<file path="src/rtl/pcs_pkg.sv">
// constants for the port and clock select block
// assumes a single 125 MHz clock and a plain register port
package pcs_pkg;
  localparam int ADDR_W = 6;
  localparam int DATA_W = 8;
  localparam int CLK_PERIOD_NS = 8;
  // register byte offsets
  localparam logic [5:0] OFS_MODE = 6'h00;
  localparam logic [5:0] OFS_DPTR = 6'h04;
  localparam logic [5:0] OFS_DBIT = 6'h08;
  localparam logic [5:0] OFS_DALL = 6'h0c;
  localparam logic [5:0] OFS_PA = 6'h10;
  localparam logic [5:0] OFS_PB = 6'h14;
  localparam logic [5:0] OFS_PUB = 6'h18;
  localparam logic [5:0] OFS_KWB = 6'h1c;
  localparam logic [5:0] OFS_PC = 6'h20;
  localparam logic [5:0] OFS_SEGSEL = 6'h24;
  localparam logic [5:0] OFS_SUBSEL = 6'h28;
  localparam logic [5:0] OFS_DUTY = 6'h2c;
  localparam logic [5:0] OFS_STAT = 6'h30;
  localparam logic [5:0] OFS_MASK = 6'h34;
  // clock mode field positions and reset value
  localparam int MODE_SRC_BIT = 0;
  localparam int MODE_DIV_BIT = 3;
  localparam logic [3:0] MODE_RST = 4'h8;
  // latch reset values: all ones keep open-drain pins released
  localparam logic [7:0] DLAT_RST = 8'hff;
  localparam logic [3:0] PLAT_RST = 4'hf;
  // status bits, then the single bit line that carries the interrupt pin
  localparam int ST_KEY = 0;
  localparam int ST_INT = 1;
  localparam int ST_WDT = 2;
  localparam int ST_LVD = 3;
  localparam int INT_BIT = 5;
  // duty codes
  localparam logic [1:0] DUTY_HALF = 2'h0;
  localparam logic [1:0] DUTY_THIRD = 2'h1;
  localparam logic [1:0] DUTY_QUARTER = 2'h2;
  // timing
  localparam int SRC_DIV = 4;
  localparam int INSTR_DIV = 3;
  localparam int SUB_DIV = 3906;
  localparam int RST_LOW_NS = 1000;
  localparam int RST_LOW_CYC = (RST_LOW_NS + CLK_PERIOD_NS - 1) / CLK_PERIOD_NS;
endpackage

</file>
<file path="src/rtl/pcs_top.sv">
// port pins and clock source selection for a small controller
// assumes a register master on clock_i and asynchronous pins
//
// Local design decisions: strobed register access and the address map.
module pcs_top #(
  parameter int SUB_DIV = pcs_pkg::SUB_DIV
) (
  input wire logic clock_i,
  input wire logic srst_i,
  // register port
  input wire logic [pcs_pkg::ADDR_W-1:0] addr_i,
  input wire logic [pcs_pkg::DATA_W-1:0] wdata_i,
  input wire logic wr_i,
  input wire logic rd_i,
  output logic [pcs_pkg::DATA_W-1:0] rdata_o,
  output logic irq_o,
  // clock enables
  output logic machine_base_clock_o,
  output logic instr_cycle_clock_o,
  // reset pin and its causes
  input wire logic wdt_expire_i,
  input wire logic low_supply_i,
  input wire logic reset_pin_i,
  output logic reset_pin_o,
  output logic reset_pin_oe_n_o,
  // single bit outputs
  input wire logic [7:0] single_bit_outputs_i,
  output logic [7:0] single_bit_outputs_o,
  output logic [7:0] single_bit_outputs_oe_n_o,
  output logic sub_osc_out_sel_o,
  output logic ext_int_o,
  // key ports
  input wire logic [3:0] key_port_a_i,
  output logic [3:0] key_port_a_o,
  output logic [3:0] key_port_a_oe_n_o,
  output logic [3:0] key_port_a_pu_o,
  input wire logic [3:0] key_port_b_i,
  output logic [3:0] key_port_b_o,
  output logic [3:0] key_port_b_oe_n_o,
  output logic [3:0] key_port_b_pu_o,
  output logic key_wake_o,
  // input port shared with segments
  input wire logic [3:0] shared_segment_outs_i,
  input wire logic [3:0] input_port_c_i,
  output logic [3:0] input_port_c_o,
  output logic [3:0] input_port_c_oe_n_o,
  // common line use
  output logic [3:0] lcd_common_lines_o
);
  import pcs_pkg::*;

  logic [3:0] clock_mode_reg_q;
  logic [2:0] dptr_q;
  logic [7:0] dlat_q;
  logic [3:0] pa_lat_q;
  logic [3:0] pb_lat_q;
  logic [3:0] pullup_ctrl_reg_q;
  logic kwb_en_q;
  logic [3:0] segsel_q;
  logic subsel_q;
  logic [1:0] duty_q;
  logic [3:0] stat_q;
  logic [3:0] mask_q;
  logic [DATA_W-1:0] rdata_q;
  logic [$clog2(RST_LOW_CYC+1)-1:0] rst_cnt_q;
  logic [3:0] pa_lvl;
  logic [3:0] pb_lvl;
  logic [3:0] pc_lvl;
  logic [7:0] d_lvl;
  logic [3:0] pa_prev_q;
  logic [3:0] pb_prev_q;
  logic int_prev_q;
  logic [3:0] ev;
  logic [3:0] key_fall;
  logic int_fall;
  logic wsel;

  assign wsel = wr_i;

  // one synchroniser for every pin that is read back
  pcs_sync #(.W(20), .INIT(20'hfffff)) pcs_sync_i (
    .clock_i(clock_i),
    .srst_i(srst_i),
    .pin_i({single_bit_outputs_i, input_port_c_i, key_port_b_i, key_port_a_i}),
    .level_o({d_lvl, pc_lvl, pb_lvl, pa_lvl})
  );

  // clock enable generator
  pcs_clkgen #(.SUB_DIV(SUB_DIV)) pcs_clkgen_i (
    .clock_i(clock_i),
    .srst_i(srst_i),
    .use_sub_i(clock_mode_reg_q[MODE_SRC_BIT]),
    .div4_i(clock_mode_reg_q[MODE_DIV_BIT]),
    .sys_tick_o(machine_base_clock_o),
    .instr_tick_o(instr_cycle_clock_o)
  );

  // clock mode register, main over four after reset
  always_ff @(posedge clock_i) begin
    if (srst_i) begin
      clock_mode_reg_q <= MODE_RST;
    end else if (wsel && addr_i == OFS_MODE) begin
      clock_mode_reg_q <= wdata_i[3:0];
    end
  end

  // bit pointer for single bit writes
  always_ff @(posedge clock_i) begin
    if (srst_i) begin
      dptr_q <= '0;
    end else if (wsel && addr_i == OFS_DPTR) begin
      dptr_q <= wdata_i[2:0];
    end
  end

  // single bit latches: one bit per write, or all cleared
  always_ff @(posedge clock_i) begin
    if (srst_i) begin
      dlat_q <= DLAT_RST;
    end else if (wsel && addr_i == OFS_DBIT) begin
      dlat_q[dptr_q] <= wdata_i[0];
    end else if (wsel && addr_i == OFS_DALL) begin
      dlat_q <= '0;
    end
  end

  // key port latches
  always_ff @(posedge clock_i) begin
    if (srst_i) begin
      pa_lat_q <= PLAT_RST;
      pb_lat_q <= PLAT_RST;
    end else if (wsel && addr_i == OFS_PA) begin
      pa_lat_q <= wdata_i[3:0];
    end else if (wsel && addr_i == OFS_PB) begin
      pb_lat_q <= wdata_i[3:0];
    end
  end

  // second port pull-up and wakeup controls
  always_ff @(posedge clock_i) begin
    if (srst_i) begin
      pullup_ctrl_reg_q <= '0;
      kwb_en_q <= 1'b0;
    end else if (wsel && addr_i == OFS_PUB) begin
      pullup_ctrl_reg_q <= wdata_i[3:0];
    end else if (wsel && addr_i == OFS_KWB) begin
      kwb_en_q <= wdata_i[0];
    end
  end

  // pin function selects and duty
  always_ff @(posedge clock_i) begin
    if (srst_i) begin
      segsel_q <= '0;
      subsel_q <= 1'b0;
      duty_q <= DUTY_QUARTER;
    end else if (wsel && addr_i == OFS_SEGSEL) begin
      segsel_q <= wdata_i[3:0];
    end else if (wsel && addr_i == OFS_SUBSEL) begin
      subsel_q <= wdata_i[0];
    end else if (wsel && addr_i == OFS_DUTY) begin
      duty_q <= wdata_i[1:0];
    end
  end

  // open-drain outputs drive low only where the latch holds zero
  always_comb begin
    single_bit_outputs_o = '0;
    single_bit_outputs_oe_n_o = dlat_q;
    if (subsel_q) begin
      single_bit_outputs_oe_n_o[7:6] = 2'h3;
    end
  end
  assign sub_osc_out_sel_o = subsel_q;
  assign key_port_a_o = '0;
  assign key_port_a_oe_n_o = pa_lat_q;
  assign key_port_b_o = '0;
  assign key_port_b_oe_n_o = pb_lat_q;
  assign key_port_a_pu_o = 4'hf;
  assign key_port_b_pu_o = pullup_ctrl_reg_q;

  // shared pins drive segment data only when selected
  assign input_port_c_o = shared_segment_outs_i & segsel_q;
  assign input_port_c_oe_n_o = ~segsel_q;

  // common lines in use for each duty
  always_comb begin
    unique case (duty_q)
      DUTY_HALF: lcd_common_lines_o = 4'h3;
      DUTY_THIRD: lcd_common_lines_o = 4'h7;
      DUTY_QUARTER: lcd_common_lines_o = 4'hf;
      default: lcd_common_lines_o = 4'hf;
    endcase
  end

  // reset pin held low while a cause stands and a while after
  always_ff @(posedge clock_i) begin
    if (srst_i) begin
      rst_cnt_q <= '0;
    end else if (wdt_expire_i || low_supply_i) begin
      rst_cnt_q <= ($bits(rst_cnt_q))'(RST_LOW_CYC);
    end else if (rst_cnt_q != '0) begin
      rst_cnt_q <= rst_cnt_q - 1'b1;
    end
  end
  assign reset_pin_o = 1'b0;
  assign reset_pin_oe_n_o = (rst_cnt_q == '0);

  // falling edge detection on filtered levels
  always_ff @(posedge clock_i) begin
    if (srst_i) begin
      pa_prev_q <= '1;
      pb_prev_q <= '1;
      int_prev_q <= 1'b1;
    end else begin
      pa_prev_q <= pa_lvl;
      pb_prev_q <= pb_lvl;
      int_prev_q <= d_lvl[INT_BIT];
    end
  end
  assign key_fall = (pa_prev_q & ~pa_lvl & pa_lat_q)
    | ({4{kwb_en_q}} & pb_prev_q & ~pb_lvl & pb_lat_q);
  assign int_fall = int_prev_q && !d_lvl[INT_BIT] && dlat_q[INT_BIT];
  assign key_wake_o = |key_fall;
  assign ext_int_o = int_fall;
  assign ev = {low_supply_i, wdt_expire_i, int_fall, |key_fall};

  // sticky status, write one to clear, a new event wins
  always_ff @(posedge clock_i) begin
    if (srst_i) begin
      stat_q <= '0;
    end else if (wsel && addr_i == OFS_STAT) begin
      stat_q <= (stat_q & ~wdata_i[3:0]) | ev;
    end else begin
      stat_q <= stat_q | ev;
    end
  end

  // interrupt mask
  always_ff @(posedge clock_i) begin
    if (srst_i) begin
      mask_q <= '0;
    end else if (wsel && addr_i == OFS_MASK) begin
      mask_q <= wdata_i[3:0];
    end
  end
  assign irq_o = |(stat_q & mask_q);

  // read data registered for the cycle after the strobe
  always_ff @(posedge clock_i) begin
    if (srst_i || !rd_i) begin
      rdata_q <= '0;
    end else begin
      unique case (addr_i)
        OFS_MODE: rdata_q <= {4'h0, clock_mode_reg_q};
        OFS_DPTR: rdata_q <= {5'h0, dptr_q};
        OFS_DBIT: rdata_q <= dlat_q;
        OFS_PA: rdata_q <= {4'h0, pa_lvl};
        OFS_PB: rdata_q <= {4'h0, pb_lvl};
        OFS_PUB: rdata_q <= {4'h0, pullup_ctrl_reg_q};
        OFS_KWB: rdata_q <= {7'h0, kwb_en_q};
        OFS_PC: rdata_q <= {4'h0, pc_lvl};
        OFS_SEGSEL: rdata_q <= {4'h0, segsel_q};
        OFS_SUBSEL: rdata_q <= {7'h0, subsel_q};
        OFS_DUTY: rdata_q <= {6'h0, duty_q};
        OFS_STAT: rdata_q <= {4'h0, stat_q};
        OFS_MASK: rdata_q <= {4'h0, mask_q};
        default: rdata_q <= '0;
      endcase
    end
  end
  assign rdata_o = rdata_q;

  reset_mode_a: assert property (@(posedge clock_i)
    $fell(srst_i) |-> clock_mode_reg_q == MODE_RST)
    else $error("clock mode not main over four after reset");
  mode_write_a: assert property (@(posedge clock_i) disable iff (srst_i)
    (wr_i && addr_i == OFS_MODE) |=> clock_mode_reg_q == $past(wdata_i[3:0]))
    else $error("clock mode write lost");
  reset_drive_a: assert property (@(posedge clock_i) disable iff (srst_i)
    (wdt_expire_i || low_supply_i) |=> !reset_pin_oe_n_o [*2])
    else $error("reset pin not driven low");
  single_bit_a: assert property (@(posedge clock_i) disable iff (srst_i)
    (wr_i && addr_i == OFS_DBIT) |=>
      ((dlat_q ^ $past(dlat_q)) & ~(8'h1 << $past(dptr_q))) == '0)
    else $error("single bit write touched another bit");
  sub_pins_a: assert property (@(posedge clock_i) disable iff (srst_i)
    subsel_q |-> single_bit_outputs_oe_n_o[7:6] == 2'h3)
    else $error("sub oscillator pins still driven");
  port_release_a: assert property (@(posedge clock_i) disable iff (srst_i)
    (wr_i && addr_i == OFS_PA && wdata_i[0]) |=> key_port_a_oe_n_o[0])
    else $error("port pin driven with latch one");
  pullup_b_a: assert property (@(posedge clock_i) disable iff (srst_i)
    (wr_i && addr_i == OFS_PUB) |=> key_port_b_pu_o == $past(wdata_i[3:0]))
    else $error("pull-up control not applied");
  seg_select_a: assert property (@(posedge clock_i) disable iff (srst_i)
    input_port_c_oe_n_o == ~segsel_q)
    else $error("segment select mismatch");
  duty_half_a: assert property (@(posedge clock_i) disable iff (srst_i)
    duty_q == DUTY_HALF |-> lcd_common_lines_o == 4'h3)
    else $error("half duty commons wrong");
  released_a: assert property (@(posedge clock_i)
    $fell(srst_i) |-> (&single_bit_outputs_oe_n_o) && (&key_port_a_oe_n_o)
      && (&key_port_b_oe_n_o))
    else $error("pin driven after reset");
  read_pins_a: assert property (@(posedge clock_i) disable iff (srst_i)
    (rd_i && addr_i == OFS_PB) |=> rdata_o[3:0] == $past(pb_lvl))
    else $error("port read not pin level");
  read_latch_a: assert property (@(posedge clock_i) disable iff (srst_i)
    (rd_i && addr_i == OFS_DBIT) |=> rdata_o == $past(dlat_q))
    else $error("single bit latch read wrong");
  duty_third_a: assert property (@(posedge clock_i) disable iff (srst_i)
    duty_q == DUTY_THIRD |-> lcd_common_lines_o == 4'h7)
    else $error("third duty commons wrong");
  duty_quarter_a: assert property (@(posedge clock_i) disable iff (srst_i)
    duty_q == DUTY_QUARTER |-> lcd_common_lines_o == 4'hf)
    else $error("quarter duty commons wrong");
  key_status_a: assert property (@(posedge clock_i) disable iff (srst_i)
    key_wake_o |=> stat_q[ST_KEY])
    else $error("key wakeup not recorded");
  key_sticky_a: assert property (@(posedge clock_i) disable iff (srst_i)
    (stat_q[ST_KEY] && !(wr_i && addr_i == OFS_STAT && wdata_i[ST_KEY])) |=> stat_q[ST_KEY])
    else $error("key status lost without clear");
  wake_off_a: assert property (@(posedge clock_i) disable iff (srst_i)
    (!kwb_en_q && pa_prev_q == pa_lvl) |-> !key_wake_o)
    else $error("second port woke while disabled");
endmodule

</file>
<file path="src/rtl/pcs_sync.sv">
// three-stage pin synchroniser with agreement filter
// assumes pins are asynchronous to clock_i
module pcs_sync #(
  parameter int W = 4,
  parameter logic [W-1:0] INIT = '1
) (
  input wire logic clock_i,
  input wire logic srst_i,
  input wire logic [W-1:0] pin_i,
  output logic [W-1:0] level_o
);
  logic [W-1:0] s1_q;
  logic [W-1:0] s2_q;
  logic [W-1:0] s3_q;

  // shift chain; first stage feeds only the second
  always_ff @(posedge clock_i) begin
    if (srst_i) begin
      s1_q <= INIT;
      s2_q <= INIT;
      s3_q <= INIT;
    end else begin
      s1_q <= pin_i;
      s2_q <= s1_q;
      s3_q <= s2_q;
    end
  end

  // accept a bit once stages two and three agree
  genvar g;
  generate
    for (g = 0; g < W; g++) begin : g_bit
      always_ff @(posedge clock_i) begin
        if (srst_i) begin
          level_o[g] <= INIT[g];
        end else if (s2_q[g] == s3_q[g]) begin
          level_o[g] <= s3_q[g];
        end
      end
    end
  endgenerate
endmodule

</file>
<file path="src/rtl/pcs_clkgen.sv">
// system and instruction clock enables from main or sub source
// assumes clock_i is the main oscillator rate
module pcs_clkgen #(
  parameter int SUB_DIV = pcs_pkg::SUB_DIV
) (
  input wire logic clock_i,
  input wire logic srst_i,
  input wire logic use_sub_i,
  input wire logic div4_i,
  output logic sys_tick_o,
  output logic instr_tick_o
);
  import pcs_pkg::*;
  localparam int SW = $clog2(SUB_DIV);
  logic [SW-1:0] sub_cnt_q;
  logic [1:0] div4_q;
  logic [1:0] div3_q;
  logic sub_tick;
  logic src_tick;
  logic sys_tick;

  // sub oscillator rate as a divided enable
  always_ff @(posedge clock_i) begin
    if (srst_i || sub_cnt_q == SW'(SUB_DIV - 1)) begin
      sub_cnt_q <= '0;
    end else begin
      sub_cnt_q <= sub_cnt_q + 1'b1;
    end
  end
  assign sub_tick = (sub_cnt_q == SW'(SUB_DIV - 1));
  assign src_tick = use_sub_i ? sub_tick : 1'b1;

  // optional divide by four of the chosen source
  always_ff @(posedge clock_i) begin
    if (srst_i) begin
      div4_q <= '0;
    end else if (src_tick) begin
      div4_q <= div4_q + 1'b1;
    end
  end
  assign sys_tick = div4_i ? (src_tick && div4_q == 2'(SRC_DIV - 1)) : src_tick;

  // instruction clock is system clock over three
  always_ff @(posedge clock_i) begin
    if (srst_i) begin
      div3_q <= '0;
    end else if (sys_tick) begin
      div3_q <= (div3_q == 2'(INSTR_DIV - 1)) ? 2'h0 : div3_q + 1'b1;
    end
  end
  assign sys_tick_o = sys_tick;
  assign instr_tick_o = sys_tick && div3_q == 2'(INSTR_DIV - 1);

  instr_on_sys_a: assert property (@(posedge clock_i) disable iff (srst_i)
    instr_tick_o |-> sys_tick_o)
    else $error("instruction tick without system tick");
  main_div4_gap_a: assert property (@(posedge clock_i) disable iff (srst_i)
    (sys_tick_o && div4_i && !use_sub_i && $stable(div4_i) && $stable(use_sub_i))
      |=> (!sys_tick_o || !div4_i || use_sub_i)[*3]
      ##1 (sys_tick_o || !div4_i || use_sub_i))
    else $error("main divided by four spacing wrong");
  main_full_a: assert property (@(posedge clock_i) disable iff (srst_i)
    (!div4_i && !use_sub_i) |-> sys_tick_o)
    else $error("undivided main clock missed a tick");
endmodule

</file>
<file path="config.mk">
export PLATFORM = sky130hd
export DESIGN_NAME = pcs_top
export DESIGN_NICKNAME = d
export VERILOG_FILES = /design/src/rtl/pcs_pkg.sv /design/src/rtl/pcs_top.sv /design/src/rtl/pcs_sync.sv /design/src/rtl/pcs_clkgen.sv
export SDC_FILE = /design/constraint.sdc
export NUM_CORES = 1
export LEC_CHECK = 0
export ABC_AREA = 1
export ABC_CLOCK_PERIOD_IN_PS = 1400
export BUFFER_PORTS_ARGS = -buffer_cell sky130_fd_sc_hd__clkbuf_2
export CORE_ASPECT_RATIO = 1.25
export CORE_MARGIN = 4
export CORE_UTILIZATION = 51
export CTS_BUF_LIST = sky130_fd_sc_hd__clkbuf_8
export CTS_CLUSTER_DIAMETER = 100
export DETAILED_ROUTE_END_ITERATION = 8
export MAX_ROUTING_LAYER = met4
export PLACE_DENSITY = 0.78
export SLEW_MARGIN = 20
export SYNTH_ARGS = -nofsm -noshare
export SYNTH_HDL_FRONTEND = slang
export SYNTH_SLANG_ARGS = --single-unit
</file>
<file path="constraint.sdc">
create_clock -name clock_i -period 1.4 [get_ports clock_i]
set_input_delay 0.21 -clock clock_i [delete_from_list [all_inputs] [get_ports clock_i]]
set_output_delay 0.21 -clock clock_i [all_outputs]
set_load 0.03 [all_outputs]
</file>
### After elaboration in Yosys (flattened, before gate mapping)

Index checks and enable logic that the tools add are counted.

* register bits after elaboration: 150
* output and inout port bits: 68
* word-level logic and storage cells: 142

* $add $sub $neg: 4
* order comparisons: 2
* equal/unequal tests: 30
* mux-type cells: 14
* bitwise operators: 19
* reductions and logical operators: 36

Operators with widths (number)
* 8-bit one-hot mux with 13 select lines: 1
* 6-bit == test, second input constant: 6
* 4-bit AND: 8
* 6-bit by 5-bit == test with 1-bit output, second input constant: 4
* 1-bit logical AND: 18
* 8-bit two-way mux: 2
* 4-bit NOT: 4
* 7-bit two-way mux: 2
* 1-bit == test: 13
* 12-bit by 1-bit adder with 12-bit output, second input constant: 1
* 12-bit == test, second input constant: 1
* 6-bit by 4-bit == test with 1-bit output, second input constant: 2
* 4-bit OR: 3
* 8-bit bitwise mux: 1
* 4-bit one-hot mux with 2 select lines: 1
* 4-bit OR reduction: 2
* 7-bit zero test: 1
* 7-bit nonzero test: 1
* 7-bit by 1-bit subtractor with 7-bit output, second input constant: 1
* 6-bit by 3-bit == test with 1-bit output, second input constant: 1
* 6-bit zero test: 1
* 2-bit AND reduction: 3
* 2-bit by 1-bit adder with 2-bit output, second input constant: 2
* 2-bit == test, second input constant: 2
* 14 further kinds: 24

### Logic depth before layout (Yosys ltp)

* depth in word-level cells: 7
* depth in mapped cells: 10

### Cells and area by module

Synthesis repeated with hierarchy kept, for this count alone.

* cells, all modules: 888
* area total of the unflattened synthesis: 6884.1 µm²

By module, submodules not included
* pcs_top: instances 1, cells an instance 471, area an instance 3398.3 µm², seq. area each 1341.3 µm²
* pcs_sync: instances 1, cells an instance 309, area an instance 2701.3 µm², seq. area each 1601.5 µm²
* pcs_clkgen: instances 1, cells an instance 108, area an instance 784.5 µm², seq. area each 320.3 µm²

### Least setup slack after synthesis

Ideal clock, no wire load.

* kind: reg2out
* from: register pcs_clkgen_i.sub_cnt_q[0]
* to: output instr_cycle_clock_o
* arrival: 1.402 ns
* required time: 1.190 ns
* setup slack: -0.212 ns
* cell stages (with the launch flop): 7
* path through: dfxtp_1 -> ha_1 -> and3_1 -> nand3_1 -> nand2_1 -> nand3_1 -> nor2_1

* word-level cells in the longest chain between the ends: 5

Ends and longest elaborated chain
* start, declared: line pcs_clkgen.sv:15 `logic [SW-1:0] sub_cnt_q;`
* start signal, assigned: line pcs_clkgen.sv:27 `sub_cnt_q <= sub_cnt_q + 1'b1;`
* 12-bit == test *: line pcs_clkgen.sv:30 `assign sub_tick = (sub_cnt_q == SW'(SUB_DIV - 1));`
* 1-bit two-way mux *: line pcs_clkgen.sv:31 `assign src_tick = use_sub_i ? sub_tick : 1'b1;`
* 1-bit logical AND: line pcs_clkgen.sv:41 `assign sys_tick = div4_i ? (src_tick && div4_q == 2'(SRC_DIV - 1)) : src_tick;`
* 1-bit two-way mux *: line pcs_clkgen.sv:41
* 1-bit logical AND *: line pcs_clkgen.sv:52 `assign instr_tick_o = sys_tick && div3_q == 2'(INSTR_DIV - 1);`
* end, declared: line pcs_top.sv:19 `output logic instr_cycle_clock_o,`

Mark *: on every way between the ends. The rest lies on a longest branch, timed or not.

### Worst setup path in the final report

* from: register pcs_clkgen_i.sub_cnt_q[1]
* to: output instr_cycle_clock_o

The elaborated chain is that of the path after synthesis.

==> flow_summary.yaml <==
grt:
  grt_pass1_vias: 4968
  grt_max_degree: 41
  grt_use_total_pct: 23.7
  grt_pass1_wl_um: 23200
  antenna_found_initial: 0
  grt.overflow.total: 0
clocking:
  clock_latency_ns: 0.43
  cts_tree: "built"
  htree_levels: 4
  clock-root-buffer: "clkbuf_8"
  cts.sinks: 135
  clk_path_buf_depth: 2
  clk_pin_slew_ns: 0.07
  cts_made_buffers: 17
floorplanning:
  ios: 113
  coreArea_um2: 10600
  start_util_pct: 52.0
  design.die.area_um2: 12600
  die_h_um: 124
  core.rowCount: 42
  die_x_um: 101
placed_design:
  placed_cells: 942
  place_area_um2: 6220
  place_ws_ns: -0.196
  portBuffers: 77
  dp_hpwl_um: 10100
  routabilityCongestion: 0.928
detailed_routing:
  finalWirelength_um: 14400
  wire_per_inst_um: 14.3
  antenna_left: 0
  drc_errors: 0
  routed_via_density: 5.14
  drt_iter0_drc: 298
  vias: 5200
  dr.pass1.iters: 8
hold_path:
  hp-class: "primary input to flip-flop"
  holdPathStages: 3
  holdCritStartpoint: "low_supply_i"
  hold_end: "stat_q[3]"
synthesis:
  syn_area_um2: 5520
  synth_area_per_cell_um2: 7.75
  ys_seq_area_share_pct: 48.9
  ys_warn_count: 0
  synth_cell_types: 30
  syn_inst: 713
  ys_ff_latch: 135
power_and_ir_drop:
  clock_power_share_pct: 38.4
  share_comb_of_total_power_pct: 9.0
  power_density_nw_per_um2: 1060
  internal-power_w: 0.00562
  vdd_drop_max_mv: 0.631
  p_seq_share_pct: 52.6
  p_sw_w: 0.00196
  switching_share_pct: 25.9
  p_leak_nw: 3.30
worst_setup_path:
  criticalPathCategory: "flip-flop to primary output"
  cp_max_fo: 4
  crit_arrival_ns: 1.61
  r2r_slack_ns: -0.15
  worst_setup_path_start_kind: "flip-flop"
  setup.worst_path.start: "pcs_clkgen_i.sub_cnt_q[1]"
  ff2ff_path_depth: 10
  critPathRequiredTime_ns: 1.19
  reg2reg_to: "pcs_clkgen_i.div3_q[1]"
  regToRegStartpoint: "pcs_clkgen_i.sub_cnt_q[1]"
  critical_path.endpoint_type: "primary output"
sta:
  rsz0062_at_grt: "true"
  fin_skew_ns: 0.0101
  final-hold-violation-count: 0
  drv_slew: 0
  setup_viol: 7
  max_freq_mhz: 550
  fin_crit_ns: 1.82
  tns_ns: -1.49
  worst_slack_ns: -0.419
  fin_crit_sh_pct: 130
flow_run:
  maxCapViolCount: 0
final_layout:
  nFillCells: 871
  multi_input_area_um2: 2520
  nets: 916
  drive_above_1_share_pct: 35.7
  register_area_um2: 2740
  areaGrowthSynthToFinish_pct: 29.8
  layout.cells.non_filler: 1011
  num_antenna_cells: 0
  fin_area_um2: 7170
run_status:
  status: "finished, violations left"
  violations: "setup timing"
[sequential cells by signal, summed over array words and instances (netlist names), 3 cells and up]
name / flops
mask_q: 4
dptr_q: 3
pcs_sync_i.s1_q: 13
rdata_o: 8
pcs_sync_i.s3_q: 13
rst_cnt_q: 7
key_port_b_pu_o: 4
key_port_a_oe_n_o: 4
pa_prev_q: 4
pb_prev_q: 4
pcs_sync_i.level_o: 13
pcs_clkgen_i.sub_cnt_q: 12
clock_mode_reg_q: 4
stat_q: 4
segsel_q: 4
key_port_b_oe_n_o: 4
pcs_sync_i.s2_q: 13
dlat_q: 8
[layout by cell type, fill, tap and decap left out, drive strengths merged, types with 6 or more instances in the layout]
cell,n
clkinv,6
nor3,9
o21ai,41
inv,73
a21oi,58
or2,48
clkbuf,87
o211ai,17
nand2,136
buf,77
conb,23
dfxtp,135
nor2,82
nand4,14
dlygate4sd3,13
nand3,43
[synthesized netlist by cell type, drive strengths merged]
master / count / area, um2
a211oi: 1 / 7.51
a21oi: 58 / 290
a31oi: 1 / 6.26
and3: 1 / 6.26
buf: 30 / 223
clkbuf: 15 / 56.3
conb: 2 / 7.51
dfxtp: 135 / 2700
ha: 4 / 50.1
inv: 70 / 263
nand2: 136 / 515
nand3: 43 / 215
nand3b: 1 / 7.51
nand4: 14 / 87.6
nor2: 82 / 358
nor3: 9 / 55.1
nor3b: 2 / 15.0
nor4: 1 / 6.26
o211ai: 17 / 128
o21ai: 41 / 205
or2: 48 / 300
xnor2: 1 / 8.76
xor2: 1 / 8.76
[how the worst max path moves through the flow]
| stage | slack, ns | cells past startpoint | to |
|---|---|---|---|
| 2_1_floorplan | 0.02 | 6 | instr_cycle_clock_o |
| 3_3_place_gp | -0.12 | 8 | instr_cycle_clock_o |
| 3_5_place_dp | -0.20 | 7 | pcs_clkgen_i.sub_cnt_q[8] |
| 4_1_cts | -0.47 | 8 | instr_cycle_clock_o |
| 5_1_grt | -0.53 | 8 | instr_cycle_clock_o |
| 6_report | -0.42 | 8 | instr_cycle_clock_o |
[logic make-up after synthesis]
group	synth area share (%)
AND/OR/NAND/NOR	28.4
flip-flops	48.9
AO/OA/AOI/OAI	11.5
buffers and inverters	9.81
adder cells (fa/ha/maj)	0.906
XOR/XNOR	0.317
other	0.136
[power groups by stage]
| stage | clock network (W) | registers, W | logic (W) |
|---|---|---|---|
| floorplan | 0 | 0.00406 | 0.000413 |
| global placement | 0 | 0.00406 | 0.000551 |
| detailed placement | 0 | 0.00407 | 0.000566 |
| CTS | 0.00296 | 0.00398 | 0.000642 |
| global route | 0.00312 | 0.00399 | 0.000746 |
| finish | 0.00291 | 0.00399 | 0.000681 |
[metal layers]
metal	wire, um	GRT usage [%]	vias to the layer above	part of all wire, %
li1	-	-	2570	-
met1	5960	27.6	2440	41
met2	7390	39.6	157	51
met3	689	4.09	33	4.8
met4	382	10.1	0	2.6
met5	0	-	-	0
[cell type report]
type / instances / area share [%]
multi-input combinational: 484 / 35.2
sequential: 135 / 38.2
inverter: 70 / 3.66
timing repair buffer: 159 / 15.6
clock inverter: 13 / 1.54
clock buffer: 18 / 3.45
tap: 132 / 2.30
[stage by stage]
step | hold slack [ns] | power, W | util (%)
floorplan | 0.314 | 0.00447 | -
global placement | 0.391 | 0.00461 | 58.6
detailed placement | 0.394 | 0.00463 | 58.6
CTS | 0.00200 | 0.00759 | 66.2
global route | 0.00923 | 0.00786 | 67.6
finish | 0.0146 | 0.00757 | 67.6
[what timing repair did]
item / in CTS / in global routing
pin swaps: 10 / 16
hold endpoints to repair: 13 / 0
resized for setup: 56 / 54
buffers inserted: 20 / 8
cloned: 0 / 0
setup endpoints to repair: 18 / 23
hold buffers: 13 / 0
[worst max-delay path, stage by stage (launching register included)]
cell     delay (ns)
dfxtp_2        0.33
inv_2          0.05
ha_1           0.13
and3_1         0.16
nand3_2        0.10
nand2_4        0.10
nand3_4        0.08
nor2_4         0.12
buf_8          0.12
(Power assumes the default switching activity.)
